===== src/rtl/pfo_pkg.sv =====
// Shared constants for the pulse-width and shared-frequency output block
package pfo_pkg;
  localparam int PIN_N = 19;
  localparam int SHARED_FREQUENCY_OUTPUT_PIN_N = 16;
  localparam int CLK_HZ = 40_000_000;
  localparam int STEP_US = 1;
  localparam int TICK_CYC = (CLK_HZ / 1_000_000) * STEP_US;
  localparam int TICK_W = 6;
  localparam logic [TICK_W-1:0] TICK_LAST = TICK_W'(TICK_CYC - 1);
  localparam int PWM_MAX_HZ = 1_000_000;
  localparam int PW = 16;
  localparam logic [PW-1:0] PWM_MIN_PER = PW'(1_000_000 / PWM_MAX_HZ);
  localparam int SHARED_FREQUENCY_OUTPUT_MAX_HZ = 4_000_000;
  localparam int FW = 24;
  localparam logic [FW-1:0] SHARED_FREQUENCY_OUTPUT_MIN_PER = FW'(CLK_HZ / SHARED_FREQUENCY_OUTPUT_MAX_HZ);
  localparam logic [PW-1:0] PW_ZERO = 16'h0000;
  localparam logic [PW-1:0] PW_ONE = 16'h0001;
  localparam logic [FW-1:0] FW_ZERO = 24'h000000;
  localparam logic [FW-1:0] FW_ONE = 24'h000001;
  localparam logic [TICK_W-1:0] TICK_ZERO = 6'h00;
  localparam logic [1:0] FN_GPIO = 2'h0;
  localparam logic [1:0] FN_PWM = 2'h1;
  localparam logic [1:0] FN_SHARED_FREQUENCY_OUTPUT = 2'h2;
endpackage


===== src/rtl/pfo_top.sv =====
// Pulse-width and shared-frequency output generator for the io pins
// Operation
// - PWM frequency programmable, up to 1 MHz
// - PWM duty programmable from 0% to 100%
// - Duty resolution equals period in microsecond steps
// - PWM selectable on every general io pin
// - Counters run waveforms without processor help
// - Shared frequency 0 Hz to 4 MHz, square when mark is zero
// - Up to 16 pins share frequency, own duty
`timescale 1ns/100ps
module pfo_top
  import pfo_pkg::*;
(
  input wire logic clk_in,
  input wire logic srst_in,
  input wire logic [1:0] fn_sel_in [PIN_N],
  input wire logic [PIN_N-1:0] gpio_val_in,
  input wire logic [PIN_N-1:0] gpio_oe_in,
  input wire logic [PW-1:0] pwm_period_us_in,
  input wire logic [PW-1:0] pwm_duty_in [PIN_N],
  input wire logic [FW-1:0] shared_frequency_output_period_in,
  input wire logic [FW-1:0] shared_frequency_output_mark_in [SHARED_FREQUENCY_OUTPUT_PIN_N],
  output logic [PIN_N-1:0] general_io_pin_out,
  output logic [PIN_N-1:0] general_io_pin_oe_out,
  output logic pwm_wrap_out
);
  localparam int TICK_GAP = TICK_CYC - 1;

  logic [TICK_W-1:0] tick_cnt;
  logic tick;
  logic [PW-1:0] pwm_cnt;
  logic [PW-1:0] pwm_per;
  logic [PW-1:0] next_pwm_per;
  logic pwm_wrap;
  logic [FW-1:0] fq_cnt;
  logic [FW-1:0] fq_per;
  logic [FW-1:0] next_fq_per;
  logic fq_run;
  logic fq_wrap;

  // One microsecond step enable from the 40 MHz clock
  always_ff @(posedge clk_in)
  begin
    if (srst_in)
      tick_cnt <= TICK_ZERO;
    else if (tick_cnt == TICK_LAST)
      tick_cnt <= TICK_ZERO;
    else
      tick_cnt <= tick_cnt + 6'h01;
  end

  assign tick = (tick_cnt == TICK_LAST);

  // Period below one step would exceed the top PWM rate
  assign next_pwm_per = (pwm_period_us_in < PWM_MIN_PER) ?
                        PWM_MIN_PER : pwm_period_us_in;
  // Greater-or-equal also recovers when a shorter period lands mid-count
  assign pwm_wrap = tick && (pwm_cnt >= pwm_per - PW_ONE);

  always_ff @(posedge clk_in)
  begin
    if (srst_in)
    begin
      pwm_cnt <= PW_ZERO;
      pwm_per <= PWM_MIN_PER;
    end
    else if (pwm_wrap)
    begin
      pwm_cnt <= PW_ZERO;
      pwm_per <= next_pwm_per;
    end
    else if (tick)
      pwm_cnt <= pwm_cnt + PW_ONE;
  end

  always_ff @(posedge clk_in)
  begin
    if (srst_in)
      pwm_wrap_out <= 1'b0;
    else
      pwm_wrap_out <= pwm_wrap;
  end

  // Shared frequency: zero period stops it, short periods clamp to 4 MHz
  assign next_fq_per = (shared_frequency_output_period_in == FW_ZERO) ? FW_ZERO :
                       (shared_frequency_output_period_in < SHARED_FREQUENCY_OUTPUT_MIN_PER) ? SHARED_FREQUENCY_OUTPUT_MIN_PER :
                       shared_frequency_output_period_in;
  assign fq_run = (fq_per != FW_ZERO);
  assign fq_wrap = fq_run && (fq_cnt >= fq_per - FW_ONE);

  always_ff @(posedge clk_in)
  begin
    if (srst_in)
    begin
      fq_cnt <= FW_ZERO;
      fq_per <= FW_ZERO;
    end
    else if (fq_wrap || !fq_run)
    begin
      fq_cnt <= FW_ZERO;
      fq_per <= next_fq_per;
    end
    else
      fq_cnt <= fq_cnt + FW_ONE;
  end

  genvar gi;
  generate
    for (gi = 0; gi < PIN_N; gi++)
    begin : g_pin
      pfo_chan #(
        .SHARED_FREQUENCY_OUTPUT_OK(gi < SHARED_FREQUENCY_OUTPUT_PIN_N)
      ) u_chan (
        .clk_in(clk_in),
        .srst_in(srst_in),
        .fn_in(fn_sel_in[gi]),
        .gpio_val_in(gpio_val_in[gi]),
        .gpio_oe_in(gpio_oe_in[gi]),
        .pwm_cnt_in(pwm_cnt),
        .pwm_per_in(pwm_per),
        .pwm_wrap_in(pwm_wrap),
        .pwm_duty_in(pwm_duty_in[gi]),
        .fq_cnt_in(fq_cnt),
        .fq_half_in(fq_per >> 1),
        .fq_run_in(fq_run),
        .fq_wrap_in(fq_wrap),
        .fq_mark_in(gi < SHARED_FREQUENCY_OUTPUT_PIN_N ?
                    shared_frequency_output_mark_in[gi % SHARED_FREQUENCY_OUTPUT_PIN_N] : FW_ZERO),
        .pin_out(general_io_pin_out[gi]),
        .oe_out(general_io_pin_oe_out[gi])
      );
    end
  endgenerate
endmodule


===== src/rtl/pfo_chan.sv =====
// One general io pin: function select, duty shadows and output flops
`timescale 1ns/100ps
module pfo_chan
  import pfo_pkg::*;
#(
  parameter bit SHARED_FREQUENCY_OUTPUT_OK = 1'b1
)
(
  input wire logic clk_in,
  input wire logic srst_in,
  input wire logic [1:0] fn_in,
  input wire logic gpio_val_in,
  input wire logic gpio_oe_in,
  input wire logic [PW-1:0] pwm_cnt_in,
  input wire logic [PW-1:0] pwm_per_in,
  input wire logic pwm_wrap_in,
  input wire logic [PW-1:0] pwm_duty_in,
  input wire logic [FW-1:0] fq_cnt_in,
  input wire logic [FW-1:0] fq_half_in,
  input wire logic fq_run_in,
  input wire logic fq_wrap_in,
  input wire logic [FW-1:0] fq_mark_in,
  output logic pin_out,
  output logic oe_out
);
  logic [PW-1:0] pwm_duty;
  logic [FW-1:0] fq_mark;
  logic pwm_level;
  logic fq_level;
  logic [FW-1:0] mark_eff;

  // Duty only changes at a period boundary, so no runt pulses
  always_ff @(posedge clk_in)
  begin
    if (srst_in)
      pwm_duty <= PW_ZERO;
    else if (pwm_wrap_in)
      pwm_duty <= pwm_duty_in;
  end

  always_ff @(posedge clk_in)
  begin
    if (srst_in)
      fq_mark <= FW_ZERO;
    else if (fq_wrap_in || !fq_run_in)
      fq_mark <= fq_mark_in;
  end

  // Zero mark means the default square wave
  assign mark_eff = (fq_mark == FW_ZERO) ? fq_half_in : fq_mark;
  // Duty at or above the period keeps the compare true all period
  assign pwm_level = (pwm_cnt_in < pwm_duty);
  assign fq_level = fq_run_in && (fq_cnt_in < mark_eff);

  always_ff @(posedge clk_in)
  begin
    if (srst_in)
    begin
      pin_out <= 1'b0;
      oe_out <= 1'b0;
    end
    else
    begin
      case (fn_in)
        FN_PWM:
        begin
          pin_out <= pwm_level;
          oe_out <= 1'b1;
        end
        FN_SHARED_FREQUENCY_OUTPUT:
        begin
          pin_out <= SHARED_FREQUENCY_OUTPUT_OK ? fq_level : gpio_val_in;
          oe_out <= SHARED_FREQUENCY_OUTPUT_OK ? 1'b1 : gpio_oe_in;
        end
        default:
        begin
          pin_out <= gpio_val_in;
          oe_out <= gpio_oe_in;
        end
      endcase
    end
  end
endmodule


===== config.mk =====
export PLATFORM = sky130hd
export DESIGN_NAME = pfo_top
export DESIGN_NICKNAME = d
export VERILOG_FILES = /design/src/rtl/pfo_pkg.sv /design/src/rtl/pfo_top.sv /design/src/rtl/pfo_chan.sv
export SDC_FILE = /design/constraint.sdc
export NUM_CORES = 2
export LEC_CHECK = 0
export CORE_AREA = 5 5 323 325
export DETAILED_ROUTE_END_ITERATION = 8
export DIE_AREA = 0 0 328 330
export DONT_BUFFER_PORTS = 1
export GPL_TIMING_DRIVEN = 0
export MAX_ROUTING_LAYER = met4
export PLACE_DENSITY = 0.68
export SKIP_CTS_REPAIR_TIMING = 1
export SYNTH_ARGS = -nofsm -noshare
export SYNTH_HDL_FRONTEND = slang
export SYNTH_SLANG_ARGS = --single-unit

===== constraint.sdc =====
create_clock -name clk_in -period 6 [get_ports clk_in]
set_input_delay 0 -clock clk_in [delete_from_list [all_inputs] [get_ports clk_in]]
set_output_delay 0 -clock clk_in [all_outputs]
set_load 0.02 [all_outputs]

== Word level (Yosys, flattened, before mapping) ==
Index checks and enable logic that the tools add are counted.

* Input port bits: 806
* Output and inout port bits: 39
* Flip-flop bits (word level): 813
* Logic and storage cells: 273

* Eq/ne operators: 36
* Order comparisons: 39
* $add $sub $neg: 5
* Mux-type cells: 57
* Reduce and logical (&&, ||, !) cells: 57

{| class="wikitable"
|+ Operator list
! kind !! number
|-
| two-way mux 24 bit || 18
|-
| logical NOT 24 bit || 17
|-
| < comparator 24 bit || 16
|-
| < comparator 16 bit || 19
|-
| == test 2 x 1 -> 1 bit, second input constant || 19
|-
| OR reduction 2 bit || 19
|-
| == test 2 bit, second input constant || 16
|-
| one-hot mux 1 bit (2 select lines) || 16
|-
| adder 24 x 1 -> 24 bit, second input constant || 1
|-
| greater-or-equal comparator 24 bit || 1
|-
| < comparator 24 x 4 -> 1 bit, second input constant || 1
|-
| nonzero test 24 bit || 1
|-
| subtractor 24 x 1 -> 24 bit, second input constant || 1
|-
| two-way mux 1 bit || 22
|-
| logical AND 1 bit || 18
|-
| adder 16 x 1 -> 16 bit, second input constant || 1
|-
| greater-or-equal comparator 16 bit || 1
|-
| < comparator 16 x 1 -> 1 bit, second input constant || 1
|-
| two-way mux 16 bit || 1
|-
| subtractor 16 x 1 -> 16 bit, second input constant || 1
|-
| adder 6 x 1 -> 6 bit, second input constant || 1
|-
| == test 6 bit, second input constant || 1
|-
| logical NOT 1 bit || 1
|-
| logical OR 1 bit || 1
|}

== Depth between registers and ports, before layout ==
* Depth after elaboration: 5
* Mapped depth: 18
* Mapped depth without buffers: 14

== Hierarchy ==
Synthesis repeated with hierarchy kept, for this count alone.

* Cells, all modules: 6062
* Area total of the unflattened synthesis: 49288.5 um^2

{| class="wikitable"
|+ By module, submodules not included
! module !! instances !! seq. area each (um^2) !! cells an instance !! area each (um^2)
|-
| pfo_chan (g_pin[0].u_chan ...) || 10 || 840.8 || 322 || 2563.7
|-
| pfo_chan (g_pin[15].u_chan ...) || 6 || 840.8 || 320 || 2585.0
|-
| pfo_top || 1 || 1741.7 || 586 || 5056.1
|-
| pfo_chan (g_pin[16].u_chan ...) || 3 || 360.3 || 112 || 1028.5
|}

== Least setup slack after synthesis ==
OpenSTA, ideal clock, no wires.

* Kind: register to register
* Start point: reg fq_per[8]
* End point: reg g_pin[5].u_chan.fq_mark[0]
* Cell stages (with the launch flop): 17
* Data arrival time: 4.007 ns
* Required time: 5.929 ns
* Clock period less this slack: 4.078 ns
* Path buffers: 4
* Setup time: 0.071 ns
* Setup slack: 1.922 ns
* Cell sequence: dfxtp_1 > buf_2 > or4_1 > or3_1 > nor3_1 > or3b_1 > xor2_1 > ha_1 > a21o_1 > a211o_1 > a31oi_1 > a221o_1 > buf_2 > buf_1 > buf_1 > nand3_1 > a21oi_2

* Word-level cells in the longest chain between the ends: 4
* Elaborated cells between the ends (all ways): 6
* Those cells by class: add/sub (1); order compare (1); reduce/logical (4)

{| class="wikitable"
|+ RTL lines
! what !! RTL line !! source
|-
| start, declared || pfo_top.sv:36 || <nowiki>logic [FW-1:0] fq_per;</nowiki>
|-
| start signal, assigned || pfo_top.sv:101 || <nowiki>fq_per <= next_fq_per;</nowiki>
|-
| subtractor 24 x 1 -> 24 bit || pfo_top.sv:89 || <nowiki>assign fq_wrap = fq_run && (fq_cnt >= fq_per - FW_ONE);</nowiki>
|-
| greater-or-equal comparator 24 bit || pfo_top.sv:89 ||
|-
| logical AND 1 bit || pfo_top.sv:89 ||
|-
| logical OR 1 bit (*) || pfo_chan.sv:45 || <nowiki>else if (fq_wrap_in || !fq_run_in)</nowiki>
|-
| end signal, assigned || pfo_chan.sv:46 || <nowiki>fq_mark <= fq_mark_in;</nowiki>
|-
| end, declared || pfo_chan.sv:27 || <nowiki>logic [FW-1:0] fq_mark;</nowiki>
|}

Every way passes the cells marked *; elsewhere a longest branch is shown, timed or not.
A chain may end at the register's enable or synchronous reset.

== Worst setup path in the final report ==
* Start point: reg fq_per[20]
* End point: reg g_pin[14].u_chan.pin_out

* Word-level cells in the longest chain between the ends: 4
* Elaborated cells between the ends (all ways): 5
* Those cells by class: order compare (1); mux (2); reduce/logical (2)

{| class="wikitable"
|+ RTL lines
! what !! RTL line !! source
|-
| two-way mux 24 bit || pfo_chan.sv:50 || <nowiki>assign mark_eff = (fq_mark == FW_ZERO) ? fq_half_in : fq_mark;</nowiki>
|-
| < comparator 24 bit || pfo_chan.sv:53 || <nowiki>assign fq_level = fq_run_in && (fq_cnt_in < mark_eff);</nowiki>
|-
| logical AND 1 bit (*) || pfo_chan.sv:53 ||
|-
| one-hot mux 1 bit (2 select lines) (*) || pfo_chan.sv:64 || <nowiki>case (fn_in)</nowiki>
|-
| end signal, assigned || pfo_chan.sv:67 || <nowiki>pin_out <= pwm_level;</nowiki>
|-
| end signal, assigned || pfo_chan.sv:72 || <nowiki>pin_out <= SHARED_FREQUENCY_OUTPUT_OK ? fq_level : gpio_val_in;</nowiki>
|-
| end signal, assigned || pfo_chan.sv:77 || <nowiki>pin_out <= gpio_val_in;</nowiki>
|-
| end, declared || pfo_chan.sv:23 || <nowiki>output logic pin_out,</nowiki>
|}

Marked as above.

==> results.md <==
* R2R setup slack at ~17 ps
* Drt initial violations at between 6000 and 7000
* Ys flop type: dfxtp_1
* Global-route wire length before repair at 311000 um
* Final setup vio count at 0
* Worst R2R Path Depth at 9
* Die area at around 110000 sq um
* P&R area growth vs syn at 26.5%
* Leakage at 25.9 nW
* Seq/Total Area, Yosys at 31.1%
* Cell taking the most area after synthesis: dfxtp_1
* Initial antenna violation count at between 70 and 80
* Clock latency at the later pin of the worst-skew pair at between 700 and 800 ps
* Worst R2R End: g_pin[14].u_chan.pin_out
* Hold depth at 3
* DPL Wire Length at ~160000 um
* Synthesized area at ~52000 sq um
* CP startpoint kind: flop
* RSZ-0062 raised after global routing: no
* Skew final at 26.6 ps
* Flops & latches, synth at roughly 800
* CP max FO at 10
* Die X at approximately 330 um
* Fill count at 8019
* Most frequent cell after synthesis: a21oi_1
* Root Buffer Master: clkbuf_16
* Crit Path Category: reg -> reg
* DR pass1 iterations at 6
* Crit share post-route at 99.7%
* Worst endpoint data arrival time at ~6400 ps
* VDD IR max at between 0.0002 and 0.0003 V
* Minimum clock period at 5980 ps
* WL final at around 240000 um
* Status: complete, but fails checks
* Vias at 56200
* Failing checks: negative hold slack, max-capacitance violations, max-slew violations
* Fmax achieved at 167 MHz
* Avg WL per Cell at between 20 and 30 um
* Final Wtd Congestion at approximately 1
* Die Y at around 330 um
* Async SR Flop Fraction at 0%
* PortBufs at 0
* Post-synthesis average cell area at ~8.1 sq um
* Setup TNS at 0 ps
* CP endpoint kind: flop
* Top cell type's share of synthesized area at a little under a third
* Clock slew at reported path FFs at approximately 60 ps
* Largest net degree at the start of global routing at 23
* Layout cells sized above 1 at roughly 8.1%
* Vias in the first global route at ~48000
* RR Startpoint: fq_per[20]
* Total GRT Usage at 39.9%
* I/O pin total at 845
* Largest cells by area after synthesis: dfxtp_1 (31%), ha_1 (17%), a21oi_1 (8.3%)
* Core Util, Final at around two thirds
* Worst Hold Class: in -> reg
* Row count at ~120
* CTS H-tree lvls at 3
* Mapped Cells at 6438
* Worst rel slew slack at -4.10%
* Vias/cell at 6.30
* Initial Util at around half
* Overflow after GRT at 0
* EDFF count, synth at 0
* Core area at between 100000 and 150000 sq um
* CTS tree: done
* PwrDens at around 360 nW/um^2
* Max Cap Violations at 2
* DRC at 0
* Number of max-slew violations in the final report at 17
* Clock Path Buffers at 3
* Final ANT Viol Nets at 0
* Hold Path Sink: g_pin[15].u_chan.pin_out
* Fin nets at about 8900
* Hold Path Origin: gpio_val_in[15]
* Cts bufs inserted at 93
* Final hold vios at 5
* WHS at -39.7 ps
* Worst Path Required at between 6000 and 7000 ps
* Post-synth cell types at 73
* Clock sink count at 813
* Worst Max-Slew Pin Slew at 1560 ps
* Ys Warns at 0
* Synthesized net count at ~8000
* Top cells by count, synth: a21oi_1 (874), dfxtp_1 (813), nand2_1 (736), ha_1 (730), nand3_1 (479)
==> cell families after synthesis <==
family	count (synthesis)	synth area share, %
compound gates	1826	20.8
xor+xnor	75	1.25
fa+ha+maj	730	17.4
buf+inv	870	7.16
flops	813	31.1
mux	321	6.13
simple gates	1803	16.2
==> worst max-delay path by stage <==
stage                    start                     endpoint  cells after the start
CTS                  fq_cnt[0]  g_pin[4].u_chan.fq_mark[23]                     14
finish              fq_per[20]     g_pin[14].u_chan.pin_out                      9
floorplan            fq_per[8]   g_pin[5].u_chan.fq_mark[0]                     16
global placement     fq_cnt[0]  g_pin[5].u_chan.fq_mark[23]                     14
detailed placement   fq_per[1]  g_pin[5].u_chan.fq_mark[23]                     16
global route         fq_per[1]  g_pin[12].u_chan.fq_mark[7]                     16
==> final cells by class <==
cell class	count	area (sq um)	area share (%)
repair buffers	843	8630	13.0
diodes	105	263	0.396
inverters	404	1520	2.29
plain buffers	465	2250	3.39
clock buffers	130	2700	4.07
well taps	1368	1710	2.58
clock inverters	42	497	0.749
multi-input cells	4755	32400	48.9
flip-flops and latches	813	16300	24.6
==> metal layers <==
layer  GRT usage, %  wire [um]
met2           63.0     107000
met4           24.4      20800
met3           11.8      25300
met1           44.7      85700
met5              -          0
==> registers in the layout, indices dropped and copies added, names as in the netlist <==
| signal | cells |
|---|---|
| g_pin.u_chan.fq_mark | 384 |
| g_pin.u_chan.pwm_duty | 304 |
| fq_cnt | 24 |
| fq_per | 24 |
| g_pin.u_chan.oe_out | 19 |
| g_pin.u_chan.pin_out | 19 |
| pwm_cnt | 16 |
| pwm_per | 16 |
| tick_cnt | 6 |
| pwm_wrap_out | 1 |
==> placed cells by master (no fill, tap or decap), types with 33 or more instances in the layout <==
cell / n
a21o_1: 140
a21oi_1: 874
a21oi_2: 100
buf_2: 109
buf_4: 44
clkbuf_1: 281
clkbuf_16: 94
dfxtp_1: 775
dfxtp_2: 38
diode_2: 105
dlygate4sd3_1: 823
ha_1: 730
inv_1: 403
mux2i_1: 321
nand2_1: 736
nand2b_1: 33
nand3_1: 479
nand4_1: 101
nor2_1: 144
nor2b_1: 43
nor3_1: 64
nor4_1: 126
o21ai_0: 414
o21ai_2: 100
xnor2_1: 42
xor2_1: 33
==> critical path: stages (launching register included) <==
cell      delay [ps]
dfxtp_1          360
clkbuf_1         700
clkbuf_1        1080
a21oi_1          160
ha_1             370
and3_1           170
or3b_2           460
or4_1            570
o41ai_1         1250
o211ai_1         550
==> power by group <==
part | internal (mW) | switching [mW]
Clock | 3.50 | 2.56
Sequential | 6.12 | 0.760
Combinational | 3.92 | 7.22
Total | 13.5 | 10.5
==> stage by stage <==
stage | area (sq um) | total power, mW | instances | setup slack (ps)
after floorplan | 52400 | 14.0 | 6438 | 1920
after global placement | 54100 | 16.8 | 7806 | -29.8
after detailed placement | 54600 | 17.1 | 7826 | 16.4
after CTS | 57800 | 23.0 | 7998 | -27.1
after global routing | 66200 | 25.2 | 8893 | 80.3
final | 66300 | 24.1 | 8925 | 17.3
Note: power is estimated with default switching activity, not from simulation.
